### config.mk
export PLATFORM = sky130hd
export DESIGN_NAME = dwa_regs
export DESIGN_NICKNAME = d
export VERILOG_FILES = /design/src/rtl/dwa_pkg.sv /design/src/rtl/dwa_regs.sv
export SDC_FILE = /design/constraint.sdc
export NUM_CORES = 1
export LEC_CHECK = 0
export ABC_AREA = 1
export BUFFER_PORTS_ARGS = -buffer_cell sky130_fd_sc_hd__buf_4
export CAP_MARGIN = 30
export CORE_MARGIN = 2
export CORE_UTILIZATION = 45
export DETAILED_ROUTE_END_ITERATION = 10
export PLACE_DENSITY = 0.64
export SYNTH_ARGS = -nofsm -noshare
export SYNTH_HDL_FRONTEND = slang
export SYNTH_SLANG_ARGS = --single-unit
### constraint.sdc
create_clock -name core_clk -period 2.3 [get_ports core_clk]
set_clock_uncertainty 0.05 [all_clocks]
set_input_delay 0.46 -clock core_clk [delete_from_list [all_inputs] [get_ports core_clk]]
set_output_delay 0.46 -clock core_clk [all_outputs]
set_load 0.05 [all_outputs]
### src/rtl/dwa_pkg.sv
package dwa_pkg;

    // ------------------------------------------------------------------
    // wiper register layout and values
    // ------------------------------------------------------------------
    localparam int         TAP_LSB        = 0;
    localparam int         TAP_MSB        = 5;
    localparam int         MUTE_BIT       = 6;
    localparam logic [6:0] MUTE_POSITION  = 7'h40;
    localparam logic [7:0] WIPER_RESET    = 8'h3f;

    // ------------------------------------------------------------------
    // serial protocol constants
    // ------------------------------------------------------------------
    localparam logic [3:0] CONTROL_CODE   = 4'h5;
    localparam logic [7:0] CMD_WRITE_ZERO = 8'h01;
    localparam logic [7:0] CMD_WRITE_ONE  = 8'h02;
    localparam logic [7:0] CMD_WRITE_BOTH = 8'h03;
    localparam logic [7:0] CMD_ZC_ON      = 8'h04;
    localparam logic [7:0] CMD_ZC_OFF     = 8'h05;
    localparam logic [3:0] BITS_PER_BYTE  = 4'h8;

    // ------------------------------------------------------------------
    // timing
    // ------------------------------------------------------------------
    localparam int CLK_KHZ          = 125000;
    localparam int PORT_READY_US    = 10;
    localparam int PORT_READY_CYC   = PORT_READY_US * CLK_KHZ / 1000;
    localparam int ZC_TIMEOUT_MS    = 50;
    localparam int ZC_TIMEOUT_CYC   = ZC_TIMEOUT_MS * CLK_KHZ;
    localparam int SYNC_W           = 7;

    typedef enum logic [2:0] {
        dwa_idle,
        dwa_rx,
        dwa_ack,
        dwa_tx,
        dwa_rack
    } dwa_state_t;

endpackage

### src/rtl/dwa_regs.sv
`timescale 1ns/1ps
module dwa_regs
    import dwa_pkg::*;
#(
    parameter int ZC_TIMEOUT = ZC_TIMEOUT_CYC
) (
    input  wire logic       core_clk,
    input  wire logic       nrst,
    input  wire logic       scl_in,
    input  wire logic       sda_in,
    output logic            sda_out,
    output logic            sda_oe,
    input  wire logic       chip_select_bit_zero,
    input  wire logic       chip_select_bit_one,
    input  wire logic       chip_select_bit_two,
    input  wire logic       zero_cross_first,
    input  wire logic       zero_cross_second,
    output logic [6:0]      wiper_output_first,
    output logic [6:0]      wiper_output_second,
    output logic            mute_first,
    output logic            mute_second,
    output logic            zc_enabled,
    output logic            port_ready
);

    localparam int TW = $clog2(ZC_TIMEOUT + 1);
    localparam int PW = $clog2(PORT_READY_CYC + 1);

    // ------------------------------------------------------------------
    // helpers
    // ------------------------------------------------------------------
    // register byte to tap index, 0..63 or the mute position 64
    function automatic logic [6:0] dwa_tap(input logic [7:0] v);
        if (v[MUTE_BIT]) begin
            return MUTE_POSITION;
        end
        return {1'b0, v[TAP_MSB:TAP_LSB]};
    endfunction

    // ------------------------------------------------------------------
    // pin synchronisers
    // ------------------------------------------------------------------
    logic [SYNC_W-1:0] sync_a;
    logic [SYNC_W-1:0] sync_b;
    logic [SYNC_W-1:0] sync_c;
    logic              scl_s;
    logic              sda_s;
    logic              scl_d;
    logic              sda_d;
    logic [2:0]        cs_s;
    logic              zc0_s;
    logic              zc1_s;

    // two flops per pin; the third stage only feeds edge detection
    always_ff @(posedge core_clk) begin
        if (!nrst) begin
            sync_a <= '1;
            sync_b <= '1;
            sync_c <= '1;
        end else begin
            sync_a <= {scl_in, sda_in, chip_select_bit_two, chip_select_bit_one,
                       chip_select_bit_zero, zero_cross_second, zero_cross_first};
            sync_b <= sync_a;
            sync_c <= sync_b;
        end
    end

    assign scl_s = sync_b[6];
    assign sda_s = sync_b[5];
    assign scl_d = sync_c[6];
    assign sda_d = sync_c[5];
    assign cs_s  = sync_b[4:2];
    assign zc0_s = sync_b[0];
    assign zc1_s = sync_b[1];

    logic scl_rise;
    logic scl_fall;
    logic bus_start;
    logic bus_stop;

    assign scl_rise  = scl_s & ~scl_d;
    assign scl_fall  = ~scl_s & scl_d;
    assign bus_start = scl_s & scl_d & sda_d & ~sda_s;
    assign bus_stop  = scl_s & scl_d & ~sda_d & sda_s;

    // ------------------------------------------------------------------
    // power-up wait
    // ------------------------------------------------------------------
    logic [PW-1:0] ready_cnt;

    // ignore the bus until the port has settled
    always_ff @(posedge core_clk) begin
        if (!nrst) begin
            ready_cnt  <= '0;
            port_ready <= 1'b0;
        end else if (!port_ready) begin
            ready_cnt  <= ready_cnt + PW'(1);
            port_ready <= (ready_cnt == PW'(PORT_READY_CYC - 1));
        end
    end

    // ------------------------------------------------------------------
    // serial slave
    // ------------------------------------------------------------------
    dwa_state_t state;
    logic [3:0] bit_cnt;
    logic [7:0] shift;
    logic [1:0] byte_idx;
    logic       is_read;
    logic [7:0] cmd;
    logic       master_nack;
    logic       rd_sel;
    logic       wr_strobe;
    logic       cmd_ok;
    logic       addr_ok;
    logic [7:0] rx_byte;
    logic [7:0] wiper_zero_setting;
    logic [7:0] wiper_one_setting;
    logic [7:0] tx_next;
    logic [1:0] strobe_idx;

    assign sda_out = 1'b0;
    assign rx_byte = shift;
    assign addr_ok = (rx_byte[7:4] == CONTROL_CODE) && (rx_byte[3:1] == cs_s);
    assign cmd_ok  = (rx_byte == CMD_WRITE_ZERO) || (rx_byte == CMD_WRITE_ONE) ||
                     (rx_byte == CMD_WRITE_BOTH) || (rx_byte == CMD_ZC_ON) || (rx_byte == CMD_ZC_OFF);
    assign tx_next = rd_sel ? wiper_one_setting : wiper_zero_setting;

    // byte framing, acknowledge and readback shifting
    always_ff @(posedge core_clk) begin
        if (!nrst) begin
            state       <= dwa_idle;
            bit_cnt     <= '0;
            shift       <= '0;
            byte_idx    <= '0;
            is_read     <= 1'b0;
            cmd         <= '0;
            master_nack <= 1'b0;
            rd_sel      <= 1'b0;
            sda_oe      <= 1'b0;
            wr_strobe   <= 1'b0;
            strobe_idx  <= '0;
        end else begin
            wr_strobe <= 1'b0;
            if (bus_start && port_ready) begin
                state    <= dwa_rx;
                bit_cnt  <= '0;
                byte_idx <= '0;
                rd_sel   <= 1'b0;
                sda_oe   <= 1'b0;
            end else if (bus_stop) begin
                state  <= dwa_idle;
                sda_oe <= 1'b0;
            end else begin
                unique case (state)
                    dwa_idle: begin
                        sda_oe <= 1'b0;
                    end
                    dwa_rx: begin
                        if (scl_rise) begin
                            shift   <= {shift[6:0], sda_s};
                            bit_cnt <= bit_cnt + 4'h1;
                        end else if (scl_fall && bit_cnt == BITS_PER_BYTE) begin
                            bit_cnt <= '0;
                            if (byte_idx == 2'd0 && addr_ok) begin
                                is_read <= rx_byte[0];
                                sda_oe  <= 1'b1;
                                state   <= dwa_ack;
                            end else if (byte_idx == 2'd1 && cmd_ok) begin
                                cmd    <= rx_byte;
                                sda_oe <= 1'b1;
                                state  <= dwa_ack;
                            end else if (byte_idx == 2'd2) begin
                                sda_oe <= 1'b1;
                                state  <= dwa_ack;
                            end else begin
                                state <= dwa_idle;
                            end
                        end
                    end
                    dwa_ack: begin
                        if (scl_fall) begin
                            bit_cnt <= '0;
                            if (byte_idx == 2'd0 && is_read) begin
                                shift  <= tx_next;
                                sda_oe <= ~tx_next[7];
                                rd_sel <= ~rd_sel;
                                state  <= dwa_tx;
                            end else begin
                                sda_oe     <= 1'b0;
                                wr_strobe  <= (byte_idx != 2'd0);
                                strobe_idx <= byte_idx;      // byte_idx moves on in this same edge, except when it is already 2
                                state     <= dwa_rx;
                                if (byte_idx != 2'd2) begin
                                    byte_idx <= byte_idx + 2'd1;
                                end
                            end
                        end
                    end
                    dwa_tx: begin
                        if (scl_rise) begin
                            bit_cnt <= bit_cnt + 4'h1;
                        end else if (scl_fall) begin
                            if (bit_cnt == BITS_PER_BYTE) begin
                                sda_oe <= 1'b0;
                                state  <= dwa_rack;
                            end else begin
                                shift  <= {shift[6:0], 1'b0};
                                sda_oe <= ~shift[6];
                            end
                        end
                    end
                    dwa_rack: begin
                        if (scl_rise) begin
                            master_nack <= sda_s;
                        end else if (scl_fall) begin
                            bit_cnt <= '0;
                            if (master_nack) begin
                                state <= dwa_idle;
                            end else begin
                                shift  <= tx_next;
                                sda_oe <= ~tx_next[7];
                                rd_sel <= ~rd_sel;
                                state  <= dwa_tx;
                            end
                        end
                    end
                endcase
            end
        end
    end

    // ------------------------------------------------------------------
    // wiper registers and gating mode
    // ------------------------------------------------------------------
    logic data_wr;
    logic wr_zero;
    logic wr_one;

    // the captured index keeps a command acknowledge from writing the wipers
    assign data_wr = wr_strobe && strobe_idx == 2'd2;
    assign wr_zero = data_wr && (cmd == CMD_WRITE_ZERO || cmd == CMD_WRITE_BOTH);
    assign wr_one  = data_wr && (cmd == CMD_WRITE_ONE || cmd == CMD_WRITE_BOTH);

    // full byte kept so readback matches what was written
    always_ff @(posedge core_clk) begin
        if (!nrst) begin
            wiper_zero_setting <= WIPER_RESET;
            wiper_one_setting  <= WIPER_RESET;
        end else begin
            if (wr_zero) begin
                wiper_zero_setting <= shift;
            end
            if (wr_one) begin
                wiper_one_setting <= shift;
            end
        end
    end

    // mode commands act at the end of their acknowledge
    always_ff @(posedge core_clk) begin
        if (!nrst) begin
            zc_enabled <= 1'b1;
        end else if (wr_strobe && strobe_idx == 2'd1) begin
            if (cmd == CMD_ZC_ON) begin
                zc_enabled <= 1'b1;
            end else if (cmd == CMD_ZC_OFF) begin
                zc_enabled <= 1'b0;
            end
        end
    end

    // ------------------------------------------------------------------
    // zero-crossing gated apply
    // ------------------------------------------------------------------
    logic [TW-1:0] zc_timer;
    logic          pend_zero;
    logic          pend_one;
    logic          timed_out;
    logic          apply_zero;
    logic          apply_one;

    assign timed_out  = (zc_timer == TW'(ZC_TIMEOUT));
    assign apply_zero = pend_zero && (!zc_enabled || zc0_s || timed_out);
    assign apply_one  = pend_one && (!zc_enabled || zc1_s || timed_out);

    // one window per write; a new write restarts it for both wipers
    always_ff @(posedge core_clk) begin
        if (!nrst) begin
            zc_timer  <= '0;
            pend_zero <= 1'b0;
            pend_one  <= 1'b0;
        end else begin
            pend_zero <= wr_zero | (pend_zero & ~apply_zero);   // set wins over the apply
            pend_one  <= wr_one | (pend_one & ~apply_one);
            if (wr_zero || wr_one) begin
                zc_timer <= '0;
            end else if ((pend_zero || pend_one) && !timed_out) begin
                zc_timer <= zc_timer + TW'(1);
            end
        end
    end

    // taps follow the registers only when released by the gate
    always_ff @(posedge core_clk) begin
        if (!nrst) begin
            wiper_output_first  <= dwa_tap(WIPER_RESET);
            wiper_output_second <= dwa_tap(WIPER_RESET);
            mute_first          <= 1'b0;
            mute_second         <= 1'b0;
        end else begin
            if (apply_zero) begin
                wiper_output_first <= dwa_tap(wiper_zero_setting);
                mute_first         <= wiper_zero_setting[MUTE_BIT];
            end
            if (apply_one) begin
                wiper_output_second <= dwa_tap(wiper_one_setting);
                mute_second         <= wiper_one_setting[MUTE_BIT];
            end
        end
    end

endmodule

# Word level (Yosys, flattened, before mapping)
# Cells that the tools add are included.
[word_totals]
input_bits = 9
regBits = 123
elab_cells = 222
out_inout_bits = 20
[op_classes]
addsub = 4
n_bitwise = 28
n_eq_ne = 47
mux = 66
reduce_logical = 50
[op_table]
columns = ["op", "count"]
rows = [
  ["2-to-1 mux 8 bit", 10],
  ["inequality test 4 bit, second input constant", 9],
  ["equality test 8 x 2 -> 1 bit, second input constant", 4],
  ["equality test 8 x 3 -> 1 bit, second input constant", 4],
  ["case mux 8 bit (4 select lines)", 1],
  ["2-to-1 mux 1 bit", 29],
  ["2-to-1 mux 7 bit", 4],
  ["inequality test 2 bit, second input constant", 14],
  ["AND reduction 9 bit", 3],
  ["2-to-1 mux 3 bit", 8],
  ["adder 23 x 1 -> 23 bit, second input constant", 1],
  ["equality test 23 bit, second input constant", 1],
  ["2-to-1 mux 4 bit", 5],
  ["inverter 1 bit", 17],
  ["equality test 8 x 1 -> 1 bit, second input constant", 2],
  ["case mux 4 bit (4 select lines)", 1],
  ["AND reduction 5 bit", 3],
  ["AND reduction 7 bit", 2],
  ["logical AND 1 bit", 13],
  ["logical OR 1 bit", 12],
  ["case mux 3 bit (4 select lines)", 1],
  ["AND reduction 12 bit", 1],
  ["adder 11 x 1 -> 11 bit, second input constant", 1],
  ["equality test 11 bit, second input constant", 1],
  ["other kinds (28)", 48],
]

# Depth between registers and ports, before layout
[depth]
word_depth = 13
depth_mapped = 12
mapped_depth_nobuf = 12

# Worst setup path before layout
# Ideal clock, no wire load.
[synth_path]
path_kind = "reg2reg"
from = "register port_ready"
to = "register shift[6] (netlist: rx_byte[6])"
slack_ps = 708
required_ps = 2137
setup_time_ps = 113
period_less_slack_ps = 1592
path_stages_with_launch = 9
arrival_time_ps = 1429
path_buffers = 1
path_cell_list = "dfxtp_1 -> nand4_1 -> nand2_1 -> nor2_4 -> nand3b_4 -> buf_6 -> nand2_1 -> nand2_1 -> nor2_1"
[synth_between]
elab_chain_cells = 3
[synth_lines]
columns = ["item", "line_no", "text"]
rows = [
  ["start, declared", "dwa_regs.sv:23", "output logic port_ready"],
  ["start signal, assigned", "dwa_regs.sv:98", "port_ready <= (ready_cnt == PW'(PORT_READY_CYC - 1));"],
  ["logical AND 1 bit", "dwa_regs.sv:145", "if (bus_start && port_ready) begin"],
  ["inverter 1 bit (no line)", "--", ""],
  ["AND reduction 12 bit (no line)", "--", ""],
  ["end signal, assigned", "dwa_regs.sv:161", "shift <= {shift[6:0], sda_s};"],
  ["end signal, assigned", "dwa_regs.sv:185", "shift <= tx_next;"],
  ["end signal, assigned", "dwa_regs.sv:208", "shift <= {shift[6:0], 1'b0};"],
  ["end, declared", "dwa_regs.sv:107", "logic [7:0] shift;"],
]
# Every way passes these cells.
# A chain may end at the register's enable or synchronous reset.

# Final worst setup path
[layout_path]
from = "register cmd[7]"
to = "register zc_timer[5]"
[layout_between]
elab_chain_cells = 5
elab_cells_between_ends = 9
classes_between = "3 x eq/ne; 6 x reduce/logical"
[layout_lines]
columns = ["item", "line_no", "text"]
rows = [
  ["start, declared", "dwa_regs.sv:110", "logic [7:0] cmd;"],
  ["start signal, assigned", "dwa_regs.sv:170", "cmd <= rx_byte;"],
  ["equality test 8 x 1 -> 1 bit, or another cell as far along", "dwa_regs.sv:242", "assign wr_zero = data_wr && (cmd == CMD_WRITE_ZERO || cmd == CMD_WRITE_BOTH);"],
  ["logical OR 1 bit, on equally long branches", "dwa_regs.sv:242, dwa_regs.sv:243", ""],
  ["logical AND 1 bit, on equally long branches", "dwa_regs.sv:242, dwa_regs.sv:243", ""],
  ["logical OR 1 bit *", "dwa_regs.sv:296", "if (wr_zero || wr_one) begin"],
  ["OR reduction 2 bit (no line) *", "--", ""],
  ["end signal, assigned", "dwa_regs.sv:299", "zc_timer <= zc_timer + TW'(1);"],
  ["end, declared", "dwa_regs.sv:276", "logic [TW-1:0] zc_timer;"],
]
# Mark *: on every way between the ends. The rest lies on a longest branch, timed or not.

==> qor.yml <==
status: "completed"
portBuffers: 27
globalplace.congestion: 0.8886
critPathRequiredTime_ns: 2.56
postCtsHoldBufs: 0
grt_pass1_wl_um: 21250
ys_warn_count: 0
synth_seq_cells: 116
rsz0062_at_grt: "false"
netlist_area_um2: 5660
synth.avg_cell_area_um2: 6.845
leakage_nw: 2.833
critical_path_arrival_ns: 2.08
final_nets: 869
fp.dieW_um: 116.2
netlist-cell-type-count: 34
clock_latency_ns: 0.41
rrSetupSlack_ns: 0.48
dieArea_um2: 13490
cts_buffer_depth: 2
cts.sinks: 116
numCtsBuffers: 17
die_y_um: 116.2
vdd_drop_max_mv: 0.5180
hold_viol: 0
p_total_mw: 6.186
critPathMaxStageDelay_ns: 0.55
setup-tns-final_ns: 0
endpoint_kind: "register"
totalWireLength_um: 12460
syn_inst: 827
cts_root_buf: "clkbuf_16"
path_class: "reg2reg"
grt_max_degree: 58
hold_end: "sync_a[3]$_SDFF_PN1_"
synth-seq-area-share: 0.4103
hold_path_class: "in2reg"
coreArea_um2: 12160
drt_iter0_drc: 263
vias_per_cell: 4.982
holdCritStartpoint: "chip_select_bit_one"
synth.area.top_cells: "dfxtp_1 (41%), nand2_1 (15%), nor2_1 (6.1%)"
route.detailed.drc: 0
drive_gt1_frac: 0.1196
setup_viol: 0
synth_top_area_cell: "dfxtp_1"
syn_nets: 845
start_util: 0.4654
fmax_mhz: 550.0
antenna_found_initial: 0
r2r-end: "zc_timer[5]$_SDFFE_PP0P_"
r2r_cells: 8
post_drt_wl_per_cell_um: 12.11
maxCapViolCount: 0
num_antenna_cells: 0
gr-total-overflow: 0
cts_resized: 0
layout_min_cycle_time_ns: 1.818
antenna_left: 0
min_period_over_period: 0.7904
vias: 5126
io_pins: 29
worst_slew_pin_slew_ns: 0.6825
finalNonFillerCells: 1029
post_cts_buffers: 0
cts_max_level: 4
hold_depth: 2
r2r-start: "cmd[7]$_SDFFE_PN0P_"
crit_path_max_fanout: 23
p_per_area_nw_per_um2: 946.3
area_growth_pct: 15.47
yosysTopAreaCellShare: 0.4103
placed_cells: 1000
cts_tree: "done"
relSlewSlack: 0.5444
final_max_slew_viol_count: 0
num_rows: 40
grt_pass1_vias: 4691
hpwl_um: 8799
drt_first_pass_iters: 5
clkTransAtPathRegs_ns: 0.05
start_kind: "register"
crit_slowest_cell: "clkinv_1"
grt_use_total: 0.1998
crit_chain: "nor2_1 -> nand3_1 -> inv_1 -> nand2_1 -> nor2_2 -> nor3_1 -> clkinv_1 -> a21oi_1"
[cells in the final DEF, fill, tap and decap left out, types with 5 or more instances in the layout]
cell type / instances
inv_2: 9
nand2_2: 6
dfxtp_1: 116
nand2_1: 232
xor2_1: 14
nor2_1: 92
o21ai_0: 42
o211ai_1: 13
nand4_1: 15
or2_2: 15
nor2_2: 5
clkbuf_16: 17
nand3_1: 48
a21oi_1: 61
inv_1: 88
nand3b_1: 8
ha_1: 9
buf_4: 33
nor3_1: 7
[metal layers]
metal	track usage	part of all wire	routed length [µm]	vias up
met5	0	0	0	-
met2	0.3162	0.45	5648	108
met4	0.08016	0.013	165	0
met3	0.05189	0.042	529	13
li1	-	-	-	2687
met1	0.2620	0.49	6116	2318
[through the flow]
stage	setup WS, ns	hold WS (ns)	instance area, µm²	util
after floorplan	0.7081	0.3425	5660	-
after global placement	0.4900	0.3484	5969	0.4908
after detailed placement	0.4466	0.3477	5969	0.4908
after CTS	0.4497	0.1701	6536	0.5374
after global routing	0.2274	0.1756	6536	0.5374
final	0.4820	0.1890	6536	0.5374
[how the worst max path moves through the flow]
| stage | startpoint | to | slack [ns] | depth (start not counted) |
|---|---|---|---|---|
| 3_3_place_gp | nrst | zc_timer[15]$_SDFFE_PP0P_ | 0.49 | 5 |
| 4_1_cts | cmd[7]$_SDFFE_PN0P_ | zc_timer[6]$_SDFFE_PP0P_ | 0.45 | 8 |
| 6_report | cmd[7]$_SDFFE_PN0P_ | zc_timer[5]$_SDFFE_PP0P_ | 0.48 | 8 |
| 3_5_place_dp | nrst | zc_timer[6]$_SDFFE_PP0P_ | 0.45 | 5 |
| 5_1_grt | cmd[7]$_SDFFE_PN0P_ | zc_timer[4]$_SDFFE_PP0P_ | 0.23 | 8 |
| 2_1_floorplan | port_ready$_SDFF_PN0_ | rx_byte[6]$_SDFFE_PN0P_ | 0.71 | 8 |
[registers in the layout, indices dropped and copies added, names as in the netlist, 2 cells and up]
register	count
wiper_one_setting	8
cmd	8
wiper_zero_setting	8
bit_cnt	4
rx_byte	8
sync_a	7
state	3
ready_cnt	11
wiper_output_second	7
sync_c	2
byte_idx	2
zc_timer	23
strobe_idx	2
sync_b	7
wiper_output_first	7
[kinds of logic (layout without fill, tap and decap cells)]
logic type | after synthesis | in the layout | synth area share
AOI/OAI and AO/OA | 119 | 119 | 0.1125
xor gates and xnor gates | 16 | 16 | 0.02476
adders and majority gates | 9 | 9 | 0.01989
buffers and inverters | 126 | 160 | 0.09129
DFF | 116 | 116 | 0.4103
other | 1 | 1 | 0.0006625
and+or+nand+nor | 440 | 440 | 0.3406
[cells in the mapped netlist, drive strengths merged]
master	number
buf	15
nand3b	9
dfxtp	116
xor2	14
or2	15
nor2	98
inv	97
nand4	15
clkbuf	13
o21ai	42
clkinv	1
and3	1
xnor2	2
nand3	51
nor4	2
nand2	238
o211ai	13
conb	1
a21oi	61
o21bai	1
o21a	1
nor3	11
a311oi	1
ha	9
[area by class of cell]
| type | instances | area, µm² |
|---|---|---|
| fill | 1184 | 5625 |
| multi-input combinational | 585 | 2821 |
| inverter | 98 | 367.9 |
| sequential | 116 | 2322 |
| clock buffer | 24 | 491.7 |
| tap | 168 | 210.2 |
| timing repair buffer | 33 | 247.7 |
| clock inverter | 5 | 75.07 |
[power breakdown]
part	internal (mW)	total, mW	switching (mW)
combinational	0.443	1.35	0.908
sequential	2.16	2.32	0.167
clock	1.68	2.51	0.828
[worst max-delay path: cells and delay by family (launching register included)]
family / cells / cell delay, ns
AO/OA/AOI/OAI: 1 / 0.32
buffers and inverters: 2 / 0.60
flip-flops: 1 / 0.33
AND/OR/NAND/NOR: 5 / 0.43
Note: power is estimated with default switching activity, not from simulation.
